[src/rtl/csms_pkg.sv]
// Purpose: Shared constants and types for the capacitive sense mode and timer select block.
// Assumes: APB slave with 32-bit data and one aligned word per register.
// Notes: Register layout lives here so the bench and the design agree.
package csms_pkg;
  // Register byte offsets.
  localparam logic [7:0] OFF_CTRL0 = 8'h00;
  localparam logic [7:0] OFF_CTRL1 = 8'h04;
  localparam logic [7:0] OFF_OPTION = 8'h08;
  localparam logic [7:0] OFF_T1CTRL = 8'h0C;
  localparam logic [7:0] OFF_TMR0 = 8'h10;
  localparam logic [7:0] OFF_TMR1 = 8'h14;
  localparam logic [7:0] OFF_MODE = 8'h18;
  // Field positions in sense_control_reg0.
  localparam int CTRL0_EN_BIT = 7;
  localparam int CTRL0_REF_BIT = 6;
  localparam int CTRL0_RNG_LSB = 2;
  localparam int CTRL0_DIR_BIT = 1;
  localparam int CTRL0_T0X_BIT = 0;
  // Field positions in the option and timer1 control registers.
  localparam int OPT_T0CS_BIT = 5;
  localparam int T1_SRC_LSB = 6;
  localparam int T1_GE_BIT = 1;
  localparam int T1_ON_BIT = 0;
  // Reset values and encodings.
  localparam logic [1:0] RNG_RST = 2'h0;
  localparam logic [1:0] T1_SRC_OSC = 2'h3;
  localparam logic [3:0] CHAN_RST = 4'h0;
  localparam logic T0CS_RST = 1'b1;
  localparam logic [1:0] T0_PRESCALE_LAST = 2'h3;
  localparam logic [31:0] RDATA_NONE = 32'h0000_0000;

  // Eight oscillator power modes, off included.
  typedef enum logic [2:0] {
    MODE_OFF, MODE_LO_LOW, MODE_LO_MED, MODE_LO_HIGH,
    MODE_NOISE, MODE_HI_LOW, MODE_HI_MED, MODE_HI_HIGH
  } csms_mode_t;

  // APB request group driven by the master.
  typedef struct packed {
    logic psel;
    logic penable;
    logic pwrite;
    logic [7:0] paddr;
    logic [31:0] pwdata;
  } csms_apb_req_t;

  // APB answer group driven by this slave.
  typedef struct packed {
    logic pready;
    logic pslverr;
    logic [31:0] prdata;
  } csms_apb_rsp_t;
endpackage

[src/rtl/csms_top.sv]
// Purpose: Power mode decode, sense channel select and oscillator-clocked timers.
// Assumes: Comparator output and timer1 gate arrive asynchronously from pins.
// Notes: Oscillator edges are counted in the system clock domain, so the oscillator
// Notes: must run below half the system clock rate to be counted exactly.
// Notes: Timer0 takes the oscillator only with the external select set and option bit clear.
`timescale 1ns/1ps
`default_nettype none

module csms_top #(
  parameter bit HAS_HIGH_RANGE = 1'b1,
  parameter int TMR_W = 16
) (
  input wire logic I_CLK_SYS,
  input wire logic I_SYS_RST,
  input wire csms_pkg::csms_apb_req_t I_APB,
  output var csms_pkg::csms_apb_rsp_t O_APB,
  input wire logic I_OSC_CMP,
  input wire logic I_T0_PIN,
  input wire logic I_T1_GATE,
  output logic O_OSC_EN,
  output logic O_CUR_EN,
  output logic O_REF_HIGH,
  output logic [2:0] O_PWR_MODE,
  output logic [15:0] O_CHAN_SEL
);
  import csms_pkg::*;

  logic mod_en, ref_mode_sel, timer0_ext_src_sel, timer0_clk_src;
  logic timer1_on, timer1_gate_en;
  logic [1:0] current_range_sel, timer1_clk_src, t0_pre;
  logic [3:0] sense_channel_sel;
  logic [TMR_W-1:0] tmr0, tmr1, next_tmr0, next_tmr1;
  logic osc_s1, osc_s2, osc_s3, t0p_s1, t0p_s2, t0p_s3, gate_s1, gate_s2;
  csms_mode_t mode;

  // Mode decode; a part without the high range treats the reference bit as zero.
  function automatic csms_mode_t decode_mode(input logic en, input logic hi,
                                             input logic [1:0] rng);
    if (!en) begin
      decode_mode = MODE_OFF;
    end else begin
      decode_mode = csms_mode_t'({hi, rng});
    end
  endfunction

  // Bus decode and access strobes; the slave answers in the first access cycle.
  wire acc = I_APB.psel && I_APB.penable;
  wire wr = acc && I_APB.pwrite;
  wire hit_c0 = I_APB.paddr == OFF_CTRL0;
  wire hit_c1 = I_APB.paddr == OFF_CTRL1;
  wire hit_opt = I_APB.paddr == OFF_OPTION;
  wire hit_t1c = I_APB.paddr == OFF_T1CTRL;
  wire hit_t0 = I_APB.paddr == OFF_TMR0;
  wire hit_t1 = I_APB.paddr == OFF_TMR1;
  wire hit_md = I_APB.paddr == OFF_MODE;
  wire hit_any = hit_c0 || hit_c1 || hit_opt || hit_t1c || hit_t0 || hit_t1 || hit_md;
  wire eff_ref = HAS_HIGH_RANGE && ref_mode_sel;
  wire osc_rise = osc_s2 && !osc_s3;
  wire t0p_rise = t0p_s2 && !t0p_s3;

  // Power mode and analog steering outputs.
  assign mode = decode_mode(mod_en, eff_ref, current_range_sel);
  assign O_PWR_MODE = mode;
  assign O_REF_HIGH = eff_ref && mod_en;
  assign O_OSC_EN = mode != MODE_OFF;
  assign O_CUR_EN = O_OSC_EN && (mode != MODE_NOISE);
  assign O_CHAN_SEL = mod_en ? (16'h0001 << sense_channel_sel) : 16'h0000;

  // Timer0 count source. The oscillator is taken only with the external select set and
  // the option source bit cleared; with the option bit set the pin counts instead, and
  // with both clear the internal clock over four. Software must not pick this timer as
  // its time base while the oscillator clocks it, or the reading means nothing.
  wire t0_osc_sel = timer0_ext_src_sel && !timer0_clk_src;
  wire t0_tick = t0_osc_sel ? osc_rise
               : (timer0_clk_src ? t0p_rise : (t0_pre == T0_PRESCALE_LAST));
  // Timer1 sources other than the oscillator count every system clock.
  wire t1_src_tick = (timer1_clk_src == T1_SRC_OSC) ? osc_rise : 1'b1;
  wire t1_run = timer1_on && (!timer1_gate_en || gate_s2);
  wire t1_tick = t1_run && t1_src_tick;
  // A software write to a timer wins over a count in the same cycle.
  assign next_tmr0 = (wr && hit_t0) ? I_APB.pwdata[TMR_W-1:0]
                   : (t0_tick ? tmr0 + 1'b1 : tmr0);
  assign next_tmr1 = (wr && hit_t1) ? I_APB.pwdata[TMR_W-1:0]
                   : (t1_tick ? tmr1 + 1'b1 : tmr1);

  // Control word 0 as read back. The direction status bit is the synchronised
  // comparator level, so it lags the pin by two system clocks.
  wire logic [7:0] ctrl0_rd = {mod_en, eff_ref, 2'h0, current_range_sel,
                               osc_s2, timer0_ext_src_sel};

  // Read mux; unmapped reads return zero with an error.
  wire logic [31:0] rd_mux = !acc ? RDATA_NONE
      : hit_c0 ? 32'(ctrl0_rd)
      : hit_c1 ? 32'(sense_channel_sel)
      : hit_opt ? 32'({timer0_clk_src, 5'h00})
      : hit_t1c ? 32'({timer1_clk_src, 4'h0, timer1_gate_en, timer1_on})
      : hit_t0 ? 32'(tmr0)
      : hit_t1 ? 32'(tmr1)
      : hit_md ? 32'(mode)
      : RDATA_NONE;
  // The whole answer is one struct with one driver; the slave never waits.
  assign O_APB = '{pready: 1'b1, pslverr: acc && !hit_any, prdata: rd_mux};

  // Two-flop synchronisers; the third stage only serves edge detection.
  always_ff @(posedge I_CLK_SYS or posedge I_SYS_RST) begin
    if (I_SYS_RST) begin
      {osc_s1, osc_s2, osc_s3} <= 3'h0;
      {t0p_s1, t0p_s2, t0p_s3} <= 3'h0;
      {gate_s1, gate_s2} <= 2'h0;
    end else begin
      {osc_s1, osc_s2, osc_s3} <= {I_OSC_CMP, osc_s1, osc_s2};
      {t0p_s1, t0p_s2, t0p_s3} <= {I_T0_PIN, t0p_s1, t0p_s2};
      {gate_s1, gate_s2} <= {I_T1_GATE, gate_s1};
    end
  end

  // Control registers written by software.
  always_ff @(posedge I_CLK_SYS or posedge I_SYS_RST) begin
    if (I_SYS_RST) begin
      {mod_en, ref_mode_sel, timer0_ext_src_sel} <= 3'h0;
      current_range_sel <= RNG_RST;
      sense_channel_sel <= CHAN_RST;
      timer0_clk_src <= T0CS_RST;
      {timer1_clk_src, timer1_gate_en, timer1_on} <= 4'h0;
    end else if (wr) begin
      if (hit_c0) begin
        mod_en <= I_APB.pwdata[CTRL0_EN_BIT];
        ref_mode_sel <= I_APB.pwdata[CTRL0_REF_BIT];
        current_range_sel <= I_APB.pwdata[CTRL0_RNG_LSB +: 2];
        timer0_ext_src_sel <= I_APB.pwdata[CTRL0_T0X_BIT];
      end else if (hit_c1) begin
        sense_channel_sel <= I_APB.pwdata[3:0];
      end else if (hit_opt) begin
        timer0_clk_src <= I_APB.pwdata[OPT_T0CS_BIT];
      end else if (hit_t1c) begin
        timer1_clk_src <= I_APB.pwdata[T1_SRC_LSB +: 2];
        timer1_gate_en <= I_APB.pwdata[T1_GE_BIT];
        timer1_on <= I_APB.pwdata[T1_ON_BIT];
      end
    end
  end

  // Timers and the internal divide-by-four prescaler.
  always_ff @(posedge I_CLK_SYS or posedge I_SYS_RST) begin
    if (I_SYS_RST) begin
      tmr0 <= '0;
      tmr1 <= '0;
      t0_pre <= 2'h0;
    end else begin
      tmr0 <= next_tmr0;
      tmr1 <= next_tmr1;
      t0_pre <= t0_pre + 2'h1;
    end
  end
endmodule // csms_top

`default_nettype wire

[config.mk]
export PLATFORM = sky130hd
export DESIGN_NAME = csms_top
export DESIGN_NICKNAME = d
export VERILOG_FILES = /design/src/rtl/csms_pkg.sv /design/src/rtl/csms_top.sv
export SDC_FILE = /design/constraint.sdc
export NUM_CORES = 1
export LEC_CHECK = 0
export ABC_AREA = 1
export BUFFER_PORTS_ARGS = -buffer_cell sky130_fd_sc_hd__buf_2
export CAP_MARGIN = 10
export CORE_MARGIN = 2
export CORE_UTILIZATION = 48
export DETAILED_ROUTE_END_ITERATION = 7
export PLACE_DENSITY = 0.74
export SYNTH_ARGS = -nofsm -noshare
export SYNTH_HDL_FRONTEND = slang
export SYNTH_SLANG_ARGS = --single-unit
[constraint.sdc]
create_clock -name I_CLK_SYS -period 1.95 [get_ports I_CLK_SYS]
set_input_delay 0.2925 -clock I_CLK_SYS [delete_from_list [all_inputs] [get_ports I_CLK_SYS]]
set_output_delay 0.2925 -clock I_CLK_SYS [all_outputs]
set_load 0.05 [all_outputs]
==> results of run 1 <==
-- tightest hold or removal path, cell delays in order --
cell and delay (ns):
buf_2 0.10, inv_2 0.06, buf_12 0.26
-- power by group through the flow --
stage,registers [mW],logic (mW),clock network [mW]
6_report,1.36,0.480,0.800
3_3_place_gp,1.38,0.467,0
5_1_grt,1.38,0.543,0.862
2_1_floorplan,1.35,0.383,0
3_5_place_dp,1.38,0.477,0
4_1_cts,1.36,0.479,0.809
-- flip-flops by register name, summed over array words and instances, names as in the netlist, 2 cells and up --
name / count
tmr0: 16
tmr1: 16
sense_channel_sel: 4
current_range_sel: 2
t0_pre: 2
timer1_clk_src: 2
-- how the worst min path moves through the flow --
stage          startpoint       to  slack (ns)  depth (start not counted)
4_1_cts         I_SYS_RST   osc_s3        0.02                          3
2_1_floorplan   I_T1_GATE  gate_s1        0.32                          0
3_5_place_dp       t0p_s1   t0p_s2        0.34                          0
6_report        I_SYS_RST  gate_s2       -0.01                          3
5_1_grt         I_SYS_RST  gate_s2        0.02                          3
3_3_place_gp      gate_s1  gate_s2        0.33                          0
-- logic make-up (layout without fill, tap and decap cells) --
family	Yosys count	count (layout)	share of synthesized area [%]
adder cells (fa/ha/maj)	3	3	0.948
multiplexers	1	1	0.284
other	2	17	0.190
flip-flops	56	56	35.4
AO/OA/AOI/OAI	73	73	11.1
AND/OR/NAND/NOR	310	310	36.7
XOR/XNOR	15	15	3.32
buffers and inverters	98	171	12.1
-- cell usage after synthesis (2+ instances only) --
| master | count | area (um^2) |
|---|---|---|
| a21oi_1 | 15 | 75.1 |
| buf_4 | 20 | 150 |
| buf_6 | 3 | 33.8 |
| conb_1 | 2 | 7.51 |
| dfrtp_1 | 55 | 1380 |
| ha_1 | 3 | 37.5 |
| inv_1 | 61 | 229 |
| inv_2 | 12 | 45.0 |
| nand2_1 | 137 | 514 |
| nand2_2 | 19 | 119 |
| nand2_4 | 4 | 45.0 |
| nand3_1 | 53 | 265 |
| nand3_2 | 4 | 40.0 |
| nand4_1 | 2 | 12.5 |
| nor2_1 | 65 | 244 |
| nor2_2 | 12 | 75.1 |
| nor2_4 | 6 | 67.6 |
| nor3_1 | 4 | 20.0 |
| o211ai_1 | 9 | 67.6 |
| o211ai_2 | 4 | 50.1 |
| o21ai_0 | 17 | 85.1 |
| o21ai_1 | 16 | 80.1 |
| o21ai_2 | 2 | 17.5 |
| o22ai_1 | 8 | 50.1 |
| xor2_1 | 15 | 131 |
-- metal layers --
layer  vias up  share of wire (%)  GRT usage (%)
met5         -                  0              0
met4         0                1.9           8.33
met3        17                5.9           3.35
met2       117                 48           39.9
met1      1829                 44           33.1
li1       1912                  -              -
-- metrics by stage --
step	TNS [ns]	hold WS (ns)	setup WS [ns]	instance area, um^2	instances
floorplan	0	0.324	0.0167	4040	573
global placement	0	0.333	0.00877	4490	742
detailed placement	-0.130	0.340	-0.0322	4490	742
CTS	0	0.0186	0.0290	4610	750
global route	0	0.0227	0.00304	4650	751
finish	0	-0.0123	0.0771	4650	751
-- timing repair --
item	in CTS	in global routing
endpoints found under the setup margin	10	12
buffers inserted	0	1
gates resized for setup	2	21
-- area by class of cell --
cell class,instances,share of cell area (%)
Timing Repair Buffer,89,12.0
Multi-Input combinational cell,419,46.4
Clock inverter,3,1.02
Clock buffer,5,1.48
Sequential cell,56,30.2
Inverter,74,6.02
Tap cell,105,2.82
==> run_results.csv, run 1 <==
group,metric,value,unit
critical_path,critPathSlowestCell,"buf_4",
routing,vias,3875,
cts,clk_latency,0.33,ns
finish,seq_area,1400,um^2
yosys,yosysSeqAreaShare,35.4,%
critical_path,cp.depth,12,
routing,via_per_inst,5.16,
hold_path,min_path_type,"in2async",
sta,hold_violations,10,
critical_path,crit_type,"in2out",
critical_path,path_cells,"buf_2, inv_1, nand2_1, nor2_1, buf_4, nand2_4, buf_4, nand3_1, nor2_1, nand2_1, a21oi_2, buf_4",
critical_path,reg2reg_from,"tmr0[0]",
global_routing,grt_max_degree,57,
cts,cts_hold_buf,0,
critical_path,crit_family,"buffers and inverters",
yosys,ys.flop_type,"dfrtp_1",
yosys,synth-async-reset-ratio,100,%
power_and_ir_drop,ir_drop,0.376,mV
floorplanning,die_w,94.8,um
yosys,ys_types,35,
yosys,syn_area,3960,um^2
critical_path,r2r_end,"tmr0[14]",
power_and_ir_drop,switching_power,0.846,mW
sta,finalCritPeriodShare,96.0,%
critical_path,arrival,1.58,ns
routing,ant_nets,0,
finish,drive_gt1_share,26.9,%
critical_path,cp_slowest_stage_delay,0.21,ns
place,io_buffers,70,
yosys,synth-seq-cells,56,
floorplanning,core,8090,um^2
power_and_ir_drop,fin_total_pwr,2.64,mW
place,gp_congestion,0.952,
finish,multi_input_area,2160,um^2
global_routing,grt_antenna_before_repair,0,
floorplanning,floorplan.initialDensity,48.9,%
cts,cts_root_buffer,"clkbuf_8",
routing,drc_errors,0,
power_and_ir_drop,powerDensity,568,nW/um^2
critical_path,setup.worst_path.end,"O_APB[1]",
critical_path,endpoint_kind,"output pin",
cts,htreeDepth,2,
yosys,syn_inst,558,
place,post-dp-hpwl,8.26,mm
routing,route.final.wire_length,10.4,mm
finish,mostFrequentLayoutCells,"nand2_1, nor2_1, inv_1",
global_routing,grt-ovfl-total,0,
outcome,violations,"negative hold slack",
finish,n_fill_cell,778,
critical_path,worst-path-buf-inv,5,
floorplanning,fp.dieH,94.8,um
finish,final_common_cell,"nand2_1",
critical_path,reg2reg_depth,9,
finish,final_core_util,57.5,%
cts,path_clk_slew,0.11,ns
sta,grt_setup_unrepaired,"false",
power_and_ir_drop,p_comb_share,18.1,%
sta,setup_violations,0,
global_routing,grt_pass1_wl,16.9,mm
power_and_ir_drop,leakage,2.28,nW
finish,final_nets,696,
power_and_ir_drop,clock_power_share,30.3,%
cts,cts_buffer_depth,2,
flow_run,maxCapViolCount,0,
floorplanning,fp.dieArea,9000,um^2
cts,cts.sinks,56,
yosys,synth_edf_count,0,
critical_path,r2r_slack,0.29,ns
sta,holdWs,-0.0123,ns
power_and_ir_drop,intPower,1.80,mW
critical_path,critPathMaxFanout,3,
power_and_ir_drop,power.share.switching,32.0,%
floorplanning,row_count,33,
yosys,syn_area_per_cell,7.10,um^2
critical_path,critical_path_required,1.66,ns
critical_path,startpoint_type,"input port",
routing,drt_iter0_markers,210,
critical_path,path_common_cell,"buf_4",
sta,drv_slew,0,
routing,routedWlPerCell,13.9,um
yosys,yosys_warnings,0,
cts,cts_tree,"yes",
routing,first_pass_iters,5,
critical_path,critPathLaunch,"I_APB[32]",
sta,fin_crit,1.87,ns
global_routing,gr-usage-all-layers,24.4,%
finish,antenna-diode-count,0,
power_and_ir_drop,seqPwrFrac,51.6,%
cts,cts_buffers,5,
sta,final.setup_skew,0.0154,ns
outcome,status,"finished with violations",
floorplanning,pin_count,104,
global_routing,first_global_vias,3604,
sta,fmax,534,MHz
finish,layout-area-overhead-vs-synth,17.4,%
Power figures use the tool's default switching activity.
==> run 2, diff against run 1 <==
--- a/config.mk
+++ b/config.mk
@@ -8,9 +8,10 @@
 export ABC_AREA = 1
 export BUFFER_PORTS_ARGS = -buffer_cell sky130_fd_sc_hd__buf_2
 export CAP_MARGIN = 10
-export CORE_MARGIN = 2
+export CORE_MARGIN = 5
 export CORE_UTILIZATION = 48
 export DETAILED_ROUTE_END_ITERATION = 7
+export GPL_TIMING_DRIVEN = 0
 export PLACE_DENSITY = 0.74
 export SYNTH_ARGS = -nofsm -noshare
 export SYNTH_HDL_FRONTEND = slang
==> run_results.csv, run 2 (synthesized netlist as in run 1, its figures left out) <==
group,metric,value,unit
floorplanning,die_w,101,um
power_and_ir_drop,seqPwrFrac,53.1,%
floorplanning,fp.dieH,101,um
global_routing,grt_antenna_before_repair,0,
critical_path,worst-path-buf-inv,3,
place,post-dp-hpwl,8.53,mm
power_and_ir_drop,fin_total_pwr,2.57,mW
sta,finalCritPeriodShare,99.1,%
flow_run,maxCapViolCount,0,
sta,worst_pin_slew,0.594,ns
power_and_ir_drop,leakage,2.38,nW
hold_path,min_path_type,"in2reg",
sta,fin_crit,1.93,ns
floorplanning,fp.dieArea,10200,um^2
cts,clk_latency,0.32,ns
hold_path,min-delay-start,"I_T1_GATE",
critical_path,startpoint_type,"input port",
floorplanning,row_count,33,
critical_path,arrival,1.64,ns
floorplanning,core,8130,um^2
routing,vias,3925,
sta,relSlewSlack,60.1,%
cts,cts_tree,"yes",
critical_path,critical_path_required,1.66,ns
finish,layout-area-overhead-vs-synth,21.1,%
cts,path_clk_slew,0.11,ns
place,place_ws,-0.0615,ns
routing,first_pass_iters,6,
sta,setup_violations,0,
place,io_buffers,70,
global_routing,grt_max_degree,42,
sta,fmax,518,MHz
global_routing,grt_pass1_wl,17.0,mm
routing,drt_iter0_markers,230,
routing,route.final.wire_length,10.9,mm
finish,final_nets,710,
critical_path,critPathSlowestCell,"nor2_2",
critical_path,path_cells,"buf_2, inv_2, nand2_1, nor2_2, nand2_4, o21ai_0, a21oi_1, nor2_1, buf_4",
floorplanning,floorplan.initialDensity,48.7,%
place,gp_congestion,0.983,
cts,cts_buffers,5,
global_routing,first_global_vias,3568,
power_and_ir_drop,ir_drop,0.310,mV
sta,timing.setup.tns,0,ns
power_and_ir_drop,power.share.switching,33.9,%
finish,mostFrequentLayoutCells,"nand2_1, nor2_1, inv_1",
finish,final_common_cell,"nand2_1",
critical_path,endpoint_kind,"output pin",
power_and_ir_drop,clock_power_share,27.0,%
sta,hold_violations,0,
finish,design_area,4800,um^2
cts,cts_root_buffer,"clkbuf_8",
finish,antenna-diode-count,0,
critical_path,crit_type,"in2out",
routing,via_per_inst,5.13,
sta,grt_setup_unrepaired,"true",
sta,final.setup_skew,0.0104,ns
cts,htreeDepth,2,
critical_path,reg2reg_from,"osc_s2",
critical_path,critPathLaunch,"I_APB[35]",
routing,routedWlPerCell,14.3,um
power_and_ir_drop,intPower,1.70,mW
power_and_ir_drop,p_comb_share,19.9,%
global_routing,gr-usage-all-layers,21.4,%
critical_path,cp_slowest_stage_delay,0.24,ns
floorplanning,pin_count,104,
routing,drc_errors,0,
finish,drive_gt1_share,28.8,%
sta,setup_slack,0.0178,ns
global_routing,grt-ovfl-total,0,
place,dpl-instance-area,4540,um^2
power_and_ir_drop,switching_power,0.870,mW
critical_path,crit_family,"simple AND/OR/NAND/NOR gates",
power_and_ir_drop,powerDensity,535,nW/um^2
cts,cts.sinks,56,
cts,cts_buffer_depth,2,
finish,reg_top3,"tmr0: 16 flops, tmr1: 16 flops, sense_channel_sel: 4 flops",
sta,drv_slew,0,
critical_path,critPathMaxFanout,10,
outcome,status,"finished, final reports clean",
routing,ant_nets,0,
==> run 2: cell types whose count changed in the layout (fill, tap and decap cells not counted), moves of 2 or more <==
cell,delta
buf_12,-2
buf_4,+8
buf_6,+11
clkbuf_4,-5
nand2_1,-2
nand2_4,+2
nor2_1,-2
nor2_4,+2
o21ai_0,+3
o21ai_1,-3
==> run 2: final cells by class <==
type	instances	area, um^2
plain buffers	24	203
repair buffers	79	489
inverters	74	280
clock buffers	5	68.8
flip-flops and latches	56	1400
fillers	773	3340
clock inverters	3	27.5
well taps	105	131
multi-input cells	419	2190
==> run 2: layer usage <==
layer / global-route usage [%] / wire length (um) / vias to the layer above
li1: - / - / 1944
met5: 0 / 0 / -
met4: 6.11 / 197 / 0
met1: 26.7 / 4490 / 1827
met2: 37.7 / 5530 / 137
met3: 3.60 / 711 / 17
==> run 2: timing repair <==
item	CTS	global route
buffers inserted	0	7
pin swaps	0	3
hold endpoints to repair	14	0
hold buffers	1	0
endpoints found under the setup margin	12	13
gates resized for setup	13	19
==> run 2: metrics by stage <==
stage / utilization [%] / hold WS (ns) / cells
after floorplan: - / 0.324 / 573
after global placement: 55.6 / 0.333 / 748
after detailed placement: 55.8 / 0.292 / 749
after CTS: 57.5 / 0.0568 / 758
after global routing: 59.0 / 0.0507 / 765
final: 59.0 / 0.0621 / 765
==> run 2: path summary, 6_finish.rpt <==
kind / end / slack (ns) / cells past startpoint
setup / recovery: O_APB[5] / 0.02 / 9
hold / removal: gate_s1 / 0.06 / 1
setup reg to reg: tmr1[7] / 0.17 / 7
hold reg to reg: osc_s2 / 0.36 / 0
max in group asynchronous: mod_en / 0.91 / 4
min in group asynchronous: gate_s1 / 0.47 / 3
==> run 2: worst reg2reg max path, cell delays in order, from the launching register on <==
cell      delay (ns)
dfrtp_1         0.44
inv_1           0.09
nor2_1          0.04
o21ai_1         0.48
nand2_2         0.24
inv_2           0.23
nand2_1         0.11
o211ai_2        0.07
==> run 2: power by group through the flow <==
stage | logic, mW | clock network (mW) | registers, mW
6_report | 0.511 | 0.692 | 1.36
5_1_grt | 0.571 | 0.747 | 1.38
2_1_floorplan | 0.383 | 0 | 1.35
4_1_cts | 0.504 | 0.702 | 1.36
3_3_place_gp | 0.478 | 0 | 1.38
3_5_place_dp | 0.499 | 0 | 1.38
